`src/rtl/usbrhb_cfg.svh`:
```
`ifndef USBRHB_CFG_SVH
`define USBRHB_CFG_SVH

// register byte address
`define USBRHB_ADDR_PORT_CFG_B 32'hFFF0504C
// power-on value of the register
`define USBRHB_RESET_PORT_CFG_B 32'h00000000
// field positions
`define USBRHB_REMOVABLE_LSB 0
`define USBRHB_REMOVABLE_MSB 15
`define USBRHB_SELECT_LSB 16
`define USBRHB_SELECT_MSB 31
`define USBRHB_FIELD_W 16
// implemented downstream ports
`define USBRHB_NUM_PORTS 2
// value returned for an unmapped read
`define USBRHB_UNMAPPED_DATA 32'h00000000

`endif

```
`src/rtl/usbrhb_pkg.sv`:
```
package usbrhb_pkg;

  typedef enum logic [1:0] {
    mode_always_on,
    mode_ganged,
    mode_per_port
  } usbrhb_mode_t;

  typedef logic [15:0] usbrhb_field_t;

endpackage

```
`src/rtl/usbrhb_power.sv`:
```
`include "usbrhb_cfg.svh"

module usbrhb_power
  import usbrhb_pkg::*;
#(
  parameter int NUM_PORTS = `USBRHB_NUM_PORTS
) (
  input wire logic clk_sys,
  input wire logic rst_b,
  input wire logic ports_always_on_setting,
  input wire logic per_port_switch_select,
  input wire logic [NUM_PORTS:1] port_power_select_mask,
  input wire logic set_global_power,
  input wire logic clear_global_power,
  input wire logic [NUM_PORTS:1] set_port_power,
  input wire logic [NUM_PORTS:1] clear_port_power,
  output logic [NUM_PORTS:1] port_power
);

  usbrhb_mode_t mode;
  logic [NUM_PORTS:1] next_port_power;

  always_comb begin
    if (ports_always_on_setting) begin
      mode = mode_always_on;
    end else if (per_port_switch_select) begin
      mode = mode_per_port;
    end else begin
      mode = mode_ganged;
    end
  end

  ////////////////////////////////////////////////////////////////
  // clear beats set on the same port: a late off is the safe side
  always_comb begin
    next_port_power = port_power;
    for (int p = 1; p <= NUM_PORTS; p++) begin
      case (mode)
        mode_always_on: begin
          next_port_power[p] = 1'b1;
        end
        mode_per_port: begin
          if (port_power_select_mask[p]) begin
            if (clear_port_power[p]) begin
              next_port_power[p] = 1'b0;
            end else if (set_port_power[p]) begin
              next_port_power[p] = 1'b1;
            end
          end else begin
            if (clear_global_power) begin
              next_port_power[p] = 1'b0;
            end else if (set_global_power) begin
              next_port_power[p] = 1'b1;
            end
          end
        end
        default: begin
          // mask ignored outside per-port mode
          if (clear_global_power) begin
            next_port_power[p] = 1'b0;
          end else if (set_global_power) begin
            next_port_power[p] = 1'b1;
          end
        end
      endcase
    end
  end

  always_ff @(posedge clk_sys or negedge rst_b) begin
    if (!rst_b) begin
      port_power <= '0;
    end else begin
      port_power <= next_port_power;
    end
  end

endmodule

```
`src/rtl/usbrhb_top.sv`:
```
`include "usbrhb_cfg.svh"

// Overview of operation
// register clears to zero on power-on reset only; bus reset leaves it alone
// software programs it once at start-up, not during normal operation
// mask only matters when ports switch and individual mode is selected
// mask one: per-port commands drive port; mask zero: global commands only
// bit 0 reserved, bit n is port n; unimplemented bits read zero
// removable flag one means removable device, zero means fixed device
// two ports implemented; only bits 1 and 2 of each field exist
// removable flags in bits 15:0, power select mask in bits 31:16
module usbrhb_top
  import usbrhb_pkg::*;
#(
  parameter int NUM_PORTS = `USBRHB_NUM_PORTS
) (
  input wire logic clk_sys,
  input wire logic rst_b,
  input wire logic usb_bus_reset,
  input wire logic [31:0] reg_addr,
  input wire logic [31:0] reg_wdata,
  input wire logic reg_wr,
  input wire logic reg_rd,
  output logic [31:0] reg_rdata,
  input wire logic ports_always_on_setting,
  input wire logic per_port_switch_select,
  input wire logic set_global_power,
  input wire logic clear_global_power,
  input wire logic [NUM_PORTS:1] set_port_power,
  input wire logic [NUM_PORTS:1] clear_port_power,
  output logic [NUM_PORTS:1] port_power,
  output logic [NUM_PORTS:1] port_removable_flags,
  output logic [NUM_PORTS:1] port_power_select_mask
);

  // bits that exist: ports 1..NUM_PORTS, never bit 0
  function automatic usbrhb_field_t impl_mask();
    usbrhb_field_t m;
    m = '0;
    for (int p = 1; p <= NUM_PORTS; p++) begin
      m[p] = 1'b1;
    end
    return m;
  endfunction

  function automatic logic hit(input logic [31:0] a);
    return (a == `USBRHB_ADDR_PORT_CFG_B);
  endfunction

  usbrhb_field_t removable;
  usbrhb_field_t select_mask;
  usbrhb_field_t next_removable;
  usbrhb_field_t next_select_mask;
  logic [31:0] next_reg_rdata;

  ////////////////////////////////////////////////////////////////
  // register write; usb_bus_reset deliberately has no effect here
  always_comb begin
    next_removable = removable;
    next_select_mask = select_mask;
    if (reg_wr && hit(reg_addr)) begin
      next_removable = reg_wdata[`USBRHB_REMOVABLE_MSB:`USBRHB_REMOVABLE_LSB] & impl_mask();
      next_select_mask = reg_wdata[`USBRHB_SELECT_MSB:`USBRHB_SELECT_LSB] & impl_mask();
    end
  end

  // only the power-on reset clears the fields
  always_ff @(posedge clk_sys or negedge rst_b) begin
    if (!rst_b) begin
      removable <= usbrhb_field_t'(`USBRHB_RESET_PORT_CFG_B >> `USBRHB_REMOVABLE_LSB);
      select_mask <= usbrhb_field_t'(`USBRHB_RESET_PORT_CFG_B >> `USBRHB_SELECT_LSB);
    end else begin
      removable <= next_removable;
      select_mask <= next_select_mask;
    end
  end

  ////////////////////////////////////////////////////////////////
  // read data valid the cycle after the strobe, zero otherwise
  always_comb begin
    next_reg_rdata = 32'h00000000;
    if (reg_rd) begin
      if (hit(reg_addr)) begin
        next_reg_rdata = {select_mask, removable};
      end else begin
        next_reg_rdata = `USBRHB_UNMAPPED_DATA;
      end
    end
  end

  always_ff @(posedge clk_sys or negedge rst_b) begin
    if (!rst_b) begin
      reg_rdata <= 32'h00000000;
    end else begin
      reg_rdata <= next_reg_rdata;
    end
  end

  assign port_removable_flags = removable[NUM_PORTS:1];
  assign port_power_select_mask = select_mask[NUM_PORTS:1];

  ////////////////////////////////////////////////////////////////
  usbrhb_power #(
    .NUM_PORTS(NUM_PORTS)
  ) u_power (
    .clk_sys(clk_sys),
    .rst_b(rst_b),
    .ports_always_on_setting(ports_always_on_setting),
    .per_port_switch_select(per_port_switch_select),
    .port_power_select_mask(select_mask[NUM_PORTS:1]),
    .set_global_power(set_global_power),
    .clear_global_power(clear_global_power),
    .set_port_power(set_port_power),
    .clear_port_power(clear_port_power),
    .port_power(port_power)
  );

endmodule

```
`config.mk`:
```
export PLATFORM = sky130hd
export DESIGN_NAME = usbrhb_top
export DESIGN_NICKNAME = d
export VERILOG_FILES = /design/src/rtl/usbrhb_pkg.sv /design/src/rtl/usbrhb_power.sv /design/src/rtl/usbrhb_top.sv
export VERILOG_INCLUDE_DIRS = /design/src /design/src/rtl
export SDC_FILE = /design/constraint.sdc
export NUM_CORES = 1
export LEC_CHECK = 0
export BUFFER_PORTS_ARGS = -buffer_cell sky130_fd_sc_hd__buf_2
export CORE_MARGIN = 5
export CORE_UTILIZATION = 28
export CTS_CLUSTER_DIAMETER = 120
export DETAILED_ROUTE_END_ITERATION = 10
export PLACE_DENSITY_LB_ADDON = 0.3
export SLEW_MARGIN = 30
export SYNTH_ARGS = -nofsm -noshare
export SYNTH_HDL_FRONTEND = slang
export SYNTH_SLANG_ARGS = --single-unit
```
`constraint.sdc`:
```
create_clock -name clk_sys -period 1.3 [get_ports clk_sys]
set_input_delay 0.195 -clock clk_sys [delete_from_list [all_inputs] [get_ports clk_sys]]
set_output_delay 0.195 -clock clk_sys [all_outputs]
set_load 0.1 [all_outputs]
```
**After elaboration in Yosys (flattened, before gate mapping)**

Index checks and enable logic that the tools add are counted.

- Register bits: 38
- Bits in latches: 0
- Memory bits (writable): 0
- Bits in read-only memories: 0
- Output and inout bits: 38
- Logic and storage cells: 27
- Memories: 0

- Add/subtract/negate cells: 0
- $mul: 0
- Divide/modulo/power cells: 0
- Order comparisons: 0
- Equality and inequality tests: 4
- Shift-type cells: 0
- Mux-type cells: 16
- Bitwise logic cells: 0
- Reduce and logical (&&, ||, !) cells: 2

Operators by type and width:

| kind | count |
|---|---|
| equality test 32 bit, second input constant | 1 |
| 2-to-1 mux 32 bit | 1 |
| 2-to-1 mux 19 bit | 1 |
| 2-to-1 mux 1 bit | 10 |
| != test 4 bit, second input constant | 2 |
| 2-to-1 mux 2 bit | 2 |
| one-hot mux 1 bit (2 select lines) | 2 |
| equality test 2 bit, second input constant | 1 |
| logical NOT 2 bit | 1 |
| logical AND 1 bit | 1 |

**Logic depth before layout (Yosys ltp)**

Gate-level depths: netlist of the first run.

- Depth after elaboration: 4
- Depth in mapped cells: 4
- Depth with buffers taken out: 4

**Hierarchy**

Synthesis of the first run repeated with hierarchy kept, for this count alone.

- Cells, all modules: 73
- Area total of the unflattened synthesis: 720.7 um^2

By module, submodules not included:

| module | times used | cells each | area an instance (um^2) | sequential area each (um^2) |
|---|---|---|---|---|
| usbrhb_top | 1 | 61 | 588.1 | 200.2 |
| usbrhb_power | 1 | 12 | 132.6 | 50.0 |

**Worst setup path before layout of the first run**

OpenSTA, ideal clock, no wires.

- Kind: flip-flop to flip-flop
- Start: register select_mask[1]
- End: register u_power.port_power[1] in the netlist's numbering
- Data arrival time: 1.594 ns
- Data required time: 1.180 ns
- Slack: -0.415 ns
- Cell stages (with the launch flop): 4
- Buffers on the path: 0
- Clock period less this slack: 1.715 ns
- Cell sequence: dfrtp_1 > nand2_1 > a211o_1 > a31o_2

- Cells in the longest elaborated chain, start to end: 2

RTL lines:

| item | RTL line | source |
|---|---|---|
| from (decl) | usbrhb_top.sv:51 | `usbrhb_field_t select_mask;` |
| from (signal assigned) | usbrhb_top.sv:71 | `` select_mask <= usbrhb_field_t'(`USBRHB_RESET_PORT_CFG_B >> `USBRHB_SELECT_LSB); `` |
| from (signal assigned) | usbrhb_top.sv:74 | `select_mask <= next_select_mask;` |
| 2-to-1 mux 1 bit | usbrhb_power.sv:43 | `if (port_power_select_mask[p]) begin` |
| one-hot mux 1 bit (2 select lines) | usbrhb_power.sv:38 | `case (mode)` |
| to (signal assigned) | usbrhb_power.sv:73 | `port_power <= next_port_power;` |
| to (decl) | usbrhb_power.sv:17 | `output logic [NUM_PORTS:1] port_power` |

Parallel ways exist; a longest one is shown, timed or not.
A chain may end at the register's enable or synchronous reset.

**Worst setup path after layout of the first run**

- Start: input port reg_addr[17]
- End: register select_mask[1]

- Cells in the longest elaborated chain, start to end: 2

RTL lines:

| item | RTL line | source |
|---|---|---|
| from (decl) | usbrhb_top.sv:20 | `input wire logic [31:0] reg_addr,` |
| equality test 32 bit (no line) | - |  |
| logical AND 1 bit | usbrhb_top.sv:61 | `if (reg_wr && hit(reg_addr)) begin` |

Every way passes these cells.

==> summary.md, run 1 <==
| Metric | Value |
|---|---|
| Total gr overflow | 0 |
| Power share of the sequential group | 0.293 |
| Final nets | 210 |
| Crit Path Max Fanout | 4 |
| Tmin final | 1.35 ns |
| Deepest clock path buffer count | 2 |
| # diodes | 0 |
| Synth Register Bits | 10 |
| Final hold violations | 0 |
| Max cap viols | 0 |
| Htree depth | 1 |
| Residual DRC | 0 |
| Critical path type | input port to flop |
| DIE WIDTH | 60.9 um |
| Top cell type by total area after synthesis | dfrtp_1 |
| Setup violations, final | 4 |
| Fmax | 0.743 GHz |
| Count of cell types in the netlist | 19 |
| Placer congestion estimate | 0.767 |
| FP Rows | 18 |
| Area Overhead vs Synth | 47.9% |
| CTS Sinks | 10 |
| Initial core utilization | 0.293 |
| Switching Share | 0.488 |
| Vias per inst | 4.19 |
| Arrival @ worst endpoint | 1.50 ns |
| Cells after Synth | 71 |
| Top area cells in the synthesized netlist | dfrtp_1 (34%), buf_4 (29%), mux2_1 (6.2%), nor4b_1 (3.6%), and2_1 (3.4%) |
| Post-detailed-route wirelength per cell | 11.7 um |
| Clk_skew | 0.00198 ns |
| Core area | 0.00248 sq mm |
| Pwr Total | 1080 uW |
| Proportion of layout cells with a drive suffix above 1 | 0.568 |
| Internal Power | 554 uW |
| RSZ-0062 raised after global routing | yes |
| FF-to-FF setup slack | 0.10 ns |
| First DRT Iteration DRCs | 23 |
| Startpoint types | input port |
| Synth top area share | 0.345 |
| Die area | 0.00371 sq mm |
| Worst min path class | input port to flop |
| Drt pass-1 iters | 4 |
| Most frequent cells after synthesis | buf_4 (28), dfrtp_1 (10), and2_1 (4), mux2_1 (4), nand2_1 (4) |
| Max VDD drop | 0.000478 V |
| Detail Placement HPWL | 1.75 mm |
| Final Instance Count excl. Fillers | 162 |
| Sequential element share of the synthesized area | 0.345 |
| Syn_area_per_cell | 10.2 sq um |
| # port buffers | 57 |
| Initial antenna violation count | 0 |
| Clk_lat worst skew | 0.27 ns |
| EDFF count, synth | 0 |
| Cell count after placement | 158 |
| Post-route ant nets | 0 |
| Critical Path RT | 1.45 ns |
| Cell area after synthesis | 726 sq um |
| Critical path buffers and inverters | 1 |
| Clk pwr share | 0.257 |
| Status | complete, but fails checks |
| Crit-path cells | buf_6 > or4b_4 > nor4_4 > nand3_4 > mux2_4 |
| Failing checks | negative setup slack |
| CP delay by family, top | simple AND/OR/NAND/NOR gates |
| Period utilization | 1.04 |
| Setup WS post-layout | -0.0465 ns |
| Worst path slowest cell | or4b_4 |
| CTS root buf | clkbuf_4 |
| Synth Warn # | 0 |
| Final Max Tran Viols | 0 |
| Reg clk slew, reported paths | 0.06 ns |
| Cell with the most instances after synthesis | buf_4 |
| Die Ht | 60.9 um |
| Overall global routing resource usage | 0.0990 |
| CTS tree | done |
| Vias post-DR | 679 |
| Gate power share | 0.449 |
| Worst Setup End Kind | flop |
| Leakage power | 0.000603 uW |
| Post-route cell area | 0.00107 sq mm |
| Num CTS Buffers | 3 |
| Num ports | 115 |
| First-pass GRT wire length | 2.72 mm |
| Total Routed Length | 1.90 mm |
| Async set or reset register ratio after synthesis | 1.00 |
| Synth Flop Type | dfrtp_1 |
| Vias in the first global route | 688 |
| Largest net degree at the start of global routing | 11 |
| NetSw | 528 uW |
| Crit path largest cell delay | 0.53 ns |
| Placed cell area | 0.00100 sq mm |
| Pwr/cell area | 1010 mW/mm^2 |
==> state kept, by name (all words and copies together) (netlist names) <==
name                flops
select_mask             2
removable               2
u_power.port_power      2
reg_rdata               4
==> cell type report <==
class	count	area, sq um
Clock buffer	4	36.3
Fill cell	263	1400
Multi-Input combinational cell	60	394
Sequential cell	10	256
Tap cell	30	37.5
Timing Repair Buffer	58	349
==> placed cells by master, fill, tap and decap left out <==
cell type	count
conb_1	28
dfrtp_2	2
mux2_4	4
a31o_2	2
nand3_1	2
and2_1	4
or4b_4	1
nor4_4	1
and3_2	1
nand3_4	1
buf_12	3
and3_4	1
clkbuf_8	1
and4_1	1
nand4_1	2
and3_1	1
buf_6	1
dlygate4sd3_1	1
a211o_1	2
nand2_1	4
nor4bb_1	1
nand4b_1	1
buf_2	52
nor4b_1	3
clkbuf_4	4
dfrtp_4	1
dfrtp_1	7
==> metal layers <==
metal  global-route usage  part of all wire
met4               0.0557             0.017
met3               0.0191              0.15
met1               0.0979              0.34
met5                    0                 0
met2                0.189              0.49
==> power by group through the flow <==
stage	clock network, uW	logic (uW)	registers (uW)
after global placement	0	477	323
after CTS	291	484	317
after detailed placement	0	480	323
after global routing	306	503	317
final	279	486	317
after floorplan	0	433	352
==> path summary, 6_finish.rpt <==
| kind | cells after the start | startpoint | end |
|---|---|---|---|
| worst max-delay path | 5 | reg_addr[17] | select_mask[1] |
| worst min-delay path | 2 | ports_always_on_setting | u_power.port_power[2] |
| worst max register to register | 3 | select_mask[1] | u_power.port_power[1] |
| worst min register to register | 1 | removable[2] | reg_rdata[2] |
| max in group asynchronous | 2 | rst_b | select_mask[2] |
| min in group asynchronous | 2 | rst_b | reg_rdata[17] |
==> timing repair <==
item,4_1_cts,5_1_grt
setup buffers,0,0
hold buffers,1,0
endpoints found under the hold margin,10,0
pin swaps,0,1
endpoints found under the setup margin,4,5
gates resized for setup,2,5
==> metrics by stage <==
step                      utilization  hold slack [ns]  setup slack (ns)  setup TNS (ns)
after detailed placement        0.405           0.0665            -0.359           -2.04
final                           0.433            0.141           -0.0465          -0.176
after CTS                       0.428            0.135           -0.0664          -0.217
after global routing            0.433            0.149           -0.0854          -0.326
after global placement          0.405           0.0635            -0.325           -1.89
after floorplan                     -           -0.101            -0.166          -0.806
==> cell families (layout without fill, tap and decap cells) <==
kind of cell    after synthesis  count (layout)  share of synthesized area
buf+inv                      28              62                      0.290
mux                           4               4                     0.0621
other cells                   1              28                    0.00517
simple gates                 24              24                      0.250
compound gates                4               4                     0.0483
flops                        10              10                      0.345
Note: power is estimated with default switching activity, not from simulation.
==> inputs of run 2 (changes only) <==
--- a/config.mk
+++ b/config.mk
@@ -7,6 +7,7 @@
 export NUM_CORES = 1
 export LEC_CHECK = 0
 export BUFFER_PORTS_ARGS = -buffer_cell sky130_fd_sc_hd__buf_2
+export CORE_ASPECT_RATIO = 0.9
 export CORE_MARGIN = 5
 export CORE_UTILIZATION = 28
 export CTS_CLUSTER_DIAMETER = 120
@@ -15,4 +16,5 @@
 export SLEW_MARGIN = 30
 export SYNTH_ARGS = -nofsm -noshare
 export SYNTH_HDL_FRONTEND = slang
+export SYNTH_HIERARCHICAL = 1
 export SYNTH_SLANG_ARGS = --single-unit
==> summary.md, run 2 <==
| Metric | Value |
|---|---|
| Initial core utilization | 0.292 (-0.000840) |
| Crit Path Max Fanout | 3 (-1) |
| Deepest clock path buffer count | 2 (unchanged) |
| Synth Register Bits | 10 (unchanged) |
| Sequential element share of the synthesized area | 0.347 (+0.00239) |
| Worst min path class | input port to flop |
| Die area | 0.00369 sq mm (-0.55%) |
| Die Ht | 58.1 um (-4.6%) |
| Placer congestion estimate | 0.678 (-12%) |
| # port buffers | 57 (unchanged) |
| Clk_skew | 0.000777 ns (-0.00121 ns) |
| Reg with most FFs | reg_rdata |
| Initial antenna violation count | 0 (unchanged) |
| Cell with the most instances after synthesis | buf_4 |
| Commonest non-fill, non-tap cells in the layout | buf_2 (53), conb_1 (28), dfrtp_1 (5), dfrtp_2 (5) |
| Detail Placement HPWL | 1.59 mm (-9.4%) |
| Num ports | 115 (unchanged) |
| Period utilization | 0.971 (-0.0651) |
| Worst path slowest cell | buf_2 |
| Crit-path cells | buf_2 |
| Total Routed Length | 1.72 mm (-9.2%) |
| Filler Cells Inserted | 247 (-6.1%) |
| Proportion of layout cells with a drive suffix above 1 | 0.530 (-0.0383) |
| Total gr overflow | 0 (unchanged) |
| Final Util | 0.426 (-0.00737) |
| Crit path largest cell delay | 0.43 ns (-0.10 ns) |
| Final setup TNS | 0 ns (+0.176 ns) |
| Multi-input gate area | 353 sq um (-10%) |
| Dpl ws | -0.229 ns (+0.130 ns) |
| Most frequent cells after synthesis | buf_4 (28), dfrtp_1 (10) |
| EDFF count, synth | 0 (unchanged) |
| Largest net degree at the start of global routing | 11 (unchanged) |
| Drt pass-1 iters | 4 (unchanged) |
| Vias in the first global route | 680 (-1.2%) |
| First DRT Iteration DRCs | 23 (unchanged) |
| Htree depth | 1 (unchanged) |
| Syn_area_per_cell | 9.87 sq um (-3.4%) |
| Tmin final | 1.26 ns (-0.0846 ns) |
| Setup violations, final | 0 (-4) |
| First-pass GRT wire length | 2.65 mm (-2.5%) |
| Cells after Synth | 73 (+2.8%) |
| Post-route cell area | 0.00105 sq mm (-2.1%) |
| Worst Setup End Kind | output port |
| Async set or reset register ratio after synthesis | 1.00 (unchanged) |
| Overall global routing resource usage | 0.0888 (-0.0102) |
| # diodes | 0 (unchanged) |
| Pwr Total | 1090 uW (+0.70%) |
| Startpoint types | flop |
| Vias post-DR | 667 (-1.8%) |
| CTS root buf | clkbuf_4 |
| Top area cells in the synthesized netlist | dfrtp_1 (35%), buf_4 (29%), mux2_1 (6.3%), o21bai_1 (4.2%), nor4b_1 (3.6%) |
| Fmax | 0.792 GHz (+6.7%) |
| Status | completed |
| FP Rows | 17 (-1) |
| Post-detailed-route wirelength per cell | 10.6 um (-9.2%) |
| Cell area after synthesis | 721 sq um (-0.69%) |
| Max VDD drop | 0.000654 V (+37%) |
| Synth Flop Type | dfrtp_1 |
| Final hold violations | 0 (unchanged) |
| Final Max Tran Viols | 0 (unchanged) |
| Reg clk slew, reported paths | 0.06 ns (about the same) |
| Placed cell area | 998 sq um (-0.50%) |
| Commonest non-fill, non-tap cell in the layout | buf_2 |
| Critical Path RT | 1.11 ns (-0.34 ns) |
| Top cell type by total area after synthesis | dfrtp_1 |
| DIE WIDTH | 63.5 um (+4.2%) |
| CP delay by family, top | buffers and inverters |
| Critical path type | flop to output port |
| Arrival @ worst endpoint | 1.07 ns (-0.43 ns) |
| Residual DRC | 0 (unchanged) |
| RSZ-0062 raised after global routing | no |
| Clk_lat worst skew | 0.26 ns (about the same) |
| Critical path buffers and inverters | 1 (unchanged) |
| Max cap viols | 0 (unchanged) |
| Leakage power | 0.000565 uW (-6.2%) |
| Synth Warn # | 6 (+6) |
| CTS tree | done |
| Post-route ant nets | 0 (unchanged) |
| Setup WS post-layout | 0.0381 ns (+0.0846 ns) |
| CTS Sinks | 10 (unchanged) |
| Vias per inst | 4.12 (-1.8%) |
| Area Overhead vs Synth | 45.8% |
| FF/Latch Area | 256 sq um (unchanged) |
| Num CTS Buffers | 3 (unchanged) |
| Pwr/cell area | 1040 mW/mm^2 (+2.9%) |
| Synth top area share | 0.347 (+0.00239) |
| Final nets | 212 (+0.95%) |
| Largest register FFs | 4 (unchanged) |
| Count of cell types in the netlist | 18 (-1) |
| Core area | 0.00247 sq mm (-0.40%) |
==> run 2: final cells by class <==
cell class / count / share of cell area
repair buffers: 58 / 0.338
multi-input cells: 58 / 0.336
flip-flops and latches: 10 / 0.244
clock buffers: 4 / 0.0345
well taps: 28 / 0.0333
inverters: 4 / 0.0143
==> run 2: timing repair <==
item                                    4_1_cts  5_1_grt
endpoints found under the setup margin        0        4
hold buffers                                  1        0
resized for setup                             0        1
hold endpoints to repair                     10        0
setup buffers                                 0        0
==> run 2: path summary, 6_finish.rpt <==
check,startpoint,cells past startpoint,slack [ns],endpoint
setup / recovery,removable[2],1,0.04,port_removable_flags[2]
hold / removal,reg_wdata[1],2,0.14,removable[1]
setup reg to reg,select_mask[2],1,0.43,select_mask[2]
hold reg to reg,removable[2],1,0.53,removable[2]
max in group asynchronous,rst_b,2,0.80,removable[1]
min in group asynchronous,rst_b,2,0.31,u_power/port_power[2]
==> run 2: where the power goes <==
group | switching (uW) | leakage, uW | internal (uW) | total, uW
registers | 4.10 | 0.000125 | 315 | 319
logic | 418 | 0.000419 | 74.8 | 493
clock network | 107 | 0.0000210 | 170 | 277
total | 530 | 0.000565 | 560 | 1090
==> run 2: metrics by stage <==
step | hold WS (ns) | instances
6_report | 0.140 | 162
5_1_grt | 0.127 | 162
2_1_floorplan | -0.101 | 100
3_5_place_dp | 0.0627 | 157
4_1_cts | 0.134 | 162
3_3_place_gp | 0.0650 | 157
==> run 2: cells by family after synthesis <==
kind of cell | share of synthesized area
AO/OA/AOI/OAI | 0.0903
multiplexers | 0.0625
other | 0.00520
AND/OR/NAND/NOR | 0.182
flip-flops | 0.347
buffers and inverters | 0.312
==> run 2: metal layers <==
layer	routed length, um	up-vias	global-route usage
met5	0	-	0
met3	302	3	0.0446
met2	824	55	0.146
met4	28	0	0.0445
met1	566	289	0.0939
li1	-	320	-
==> inputs of run 3 (changes only) <==
--- a/config.mk
+++ b/config.mk
@@ -12,7 +12,9 @@
 export CORE_UTILIZATION = 28
 export CTS_CLUSTER_DIAMETER = 120
 export DETAILED_ROUTE_END_ITERATION = 10
+export MAX_ROUTING_LAYER = met4
 export PLACE_DENSITY_LB_ADDON = 0.3
+export RECOVER_POWER = 100
 export SLEW_MARGIN = 30
 export SYNTH_ARGS = -nofsm -noshare
 export SYNTH_HDL_FRONTEND = slang
==> summary.md, run 3 (synthesis gave the netlist of run 2 again) <==
| Metric | Value |
|---|---|
| Reg with most FFs | reg_rdata |
| Initial antenna violation count | 0 (unchanged) |
| Drt pass-1 iters | 4 (unchanged) |
| Total Routed Length | 1.74 mm (+0.81%) |
| Largest register FFs | 4 (unchanged) |
| Tmin final | 1.26 ns (-0.000540 ns) |
| Vias post-DR | 660 (-1.0%) |
| Final Max Tran Viols | 0 (unchanged) |
| Initial core utilization | 0.292 (unchanged) |
| Total gr overflow | 0 (unchanged) |
| Vias in the first global route | 680 (unchanged) |
| Crit-path cells | buf_2 |
| Post-detailed-route wirelength per cell | 10.7 um (+0.81%) |
| First DRT Iteration DRCs | 23 (unchanged) |
| Max cap viols | 0 (unchanged) |
| Period utilization | 0.970 (about the same) |
| Clk_skew | 0.00330 ns (+0.00252 ns) |
| Residual DRC | 0 (unchanged) |
| Status | completed |
| Proportion of layout cells with a drive suffix above 1 | 0.507 (-0.0224) |
| Commonest non-fill, non-tap cell in the layout | buf_2 |
| Final Instance Count excl. Fillers | 162 (unchanged) |
| Cell count after placement | 157 (unchanged) |
| Crit path depth | 1 (unchanged) |
| Die area | 0.00369 sq mm (unchanged) |
| Num ports | 115 (unchanged) |
| Area Overhead vs Synth | 38.4% |
| Reg clk slew, reported paths | 0.06 ns (about the same) |
| Slew HR | 0.640 |
| Vias per inst | 4.07 (-1.0%) |
| Detail Placement HPWL | 1.59 mm (unchanged) |
| Placer congestion estimate | 0.685 (+1.0%) |
| Final hold violations | 0 (unchanged) |
| Dpl ws | -0.229 ns (unchanged) |
| Setup violations, final | 0 (unchanged) |
| Hold Slack | 0.139 ns (-0.000360 ns) |
| Tightest Pin Transition | 0.543 ns |
| Crit Path Max Fanout | 3 (unchanged) |
| Largest net degree at the start of global routing | 11 (unchanged) |
| FP Rows | 17 (unchanged) |
| Overall global routing resource usage | 0.0914 (+0.00267) |
| Pwr/cell area | 1090 mW/mm^2 (+5.1%) |
| Critical Path RT | 1.11 ns (about the same) |
| First-pass GRT wire length | 2.65 mm (unchanged) |
| # diodes | 0 (unchanged) |
| Fmax | 0.793 GHz (about the same) |
| Worst Setup End Kind | output port |
| Startpoint types | flop |
| Leakage power | 0.000549 uW (-2.9%) |
| Setup WS post-layout | 0.0387 ns (+0.000540 ns) |
| CTS root buf | clkbuf_4 |
| Core area | 0.00247 sq mm (unchanged) |
| Worst path slowest cell | buf_2 |
| Pwr Total | 1090 uW (-0.26%) |
| Critical path type | flop to output port |
| Die Ht | 58.1 um (unchanged) |
| Final nets | 212 (unchanged) |
| Htree depth | 1 (unchanged) |
| Worst min path class | input port to flop |
| CTS Sinks | 10 (unchanged) |
| Crit path largest cell delay | 0.43 ns (about the same) |
| # port buffers | 57 (unchanged) |
| RSZ-0062 raised after global routing | no |
| Clk_lat worst skew | 0.27 ns (about the same) |
| Max VDD drop | 0.000648 V (-1.1%) |
| Post-route ant nets | 0 (unchanged) |
| Arrival @ worst endpoint | 1.07 ns (about the same) |
| Deepest clock path buffer count | 2 (unchanged) |
| Hold path depth | 2 (unchanged) |
| CP delay by family, top | buffers and inverters |
| Commonest non-fill, non-tap cells in the layout | buf_2 (49), conb_1 (28), dfrtp_1 (7) |
| Final Util | 0.404 (-0.0218) |
| CTS tree | done |
| Reg2Reg Depth | 1 (unchanged) |
| Critical path buffers and inverters | 1 (unchanged) |
| Num CTS Buffers | 3 (unchanged) |
| DIE WIDTH | 63.5 um (unchanged) |
## run 3: metrics by stage
step | area, sq um | TNS, ns
floorplan | 828 | -0.0337
global placement | 998 | -0.766
detailed placement | 998 | -0.898
CTS | 1040 | 0
global route | 997 | 0
finish | 997 | 0
## run 3: cell type report
cell class | count | area, sq um
tap | 28 | 35.0
multi-input combinational | 58 | 353
fill | 258 | 1470
inverter | 4 | 15.0
clock buffer | 4 | 36.3
timing repair buffer | 58 | 304
sequential | 10 | 254
## run 3: final timing paths
check / start / to / slack, ns
max in group asynchronous: rst_b / removable[1] / 0.53
hold / removal: reg_wdata[1] / removable[1] / 0.14
setup / recovery: removable[2] / port_removable_flags[2] / 0.04
hold reg to reg: removable[1] / removable[1] / 0.52
min in group asynchronous: rst_b / select_mask[1] / 0.40
setup reg to reg: select_mask[2] / select_mask[2] / 0.46
## run 3: repair_timing
item / 4_1_cts / 5_1_grt
setup buffers: 0 / 0
hold buffers: 1 / 0
gates resized for setup: 0 / 1
setup endpoints to repair: 0 / 4
hold endpoints to repair: 10 / 0
## run 3: power breakdown
part	switching (uW)	internal [uW]	total (uW)	leakage (uW)
registers	2.99	315	318	0.000129
logic	419	69.1	488	0.000399
clock network	111	170	281	0.0000210
## run 3: metal layers
layer	GRT usage	share of wire	vias to the layer above
met5	-	0	-
li1	-	-	321
met1	0.0962	0.35	283
met3	0.0407	0.16	2
met4	0.0445	0.011	0
met2	0.146	0.47	54
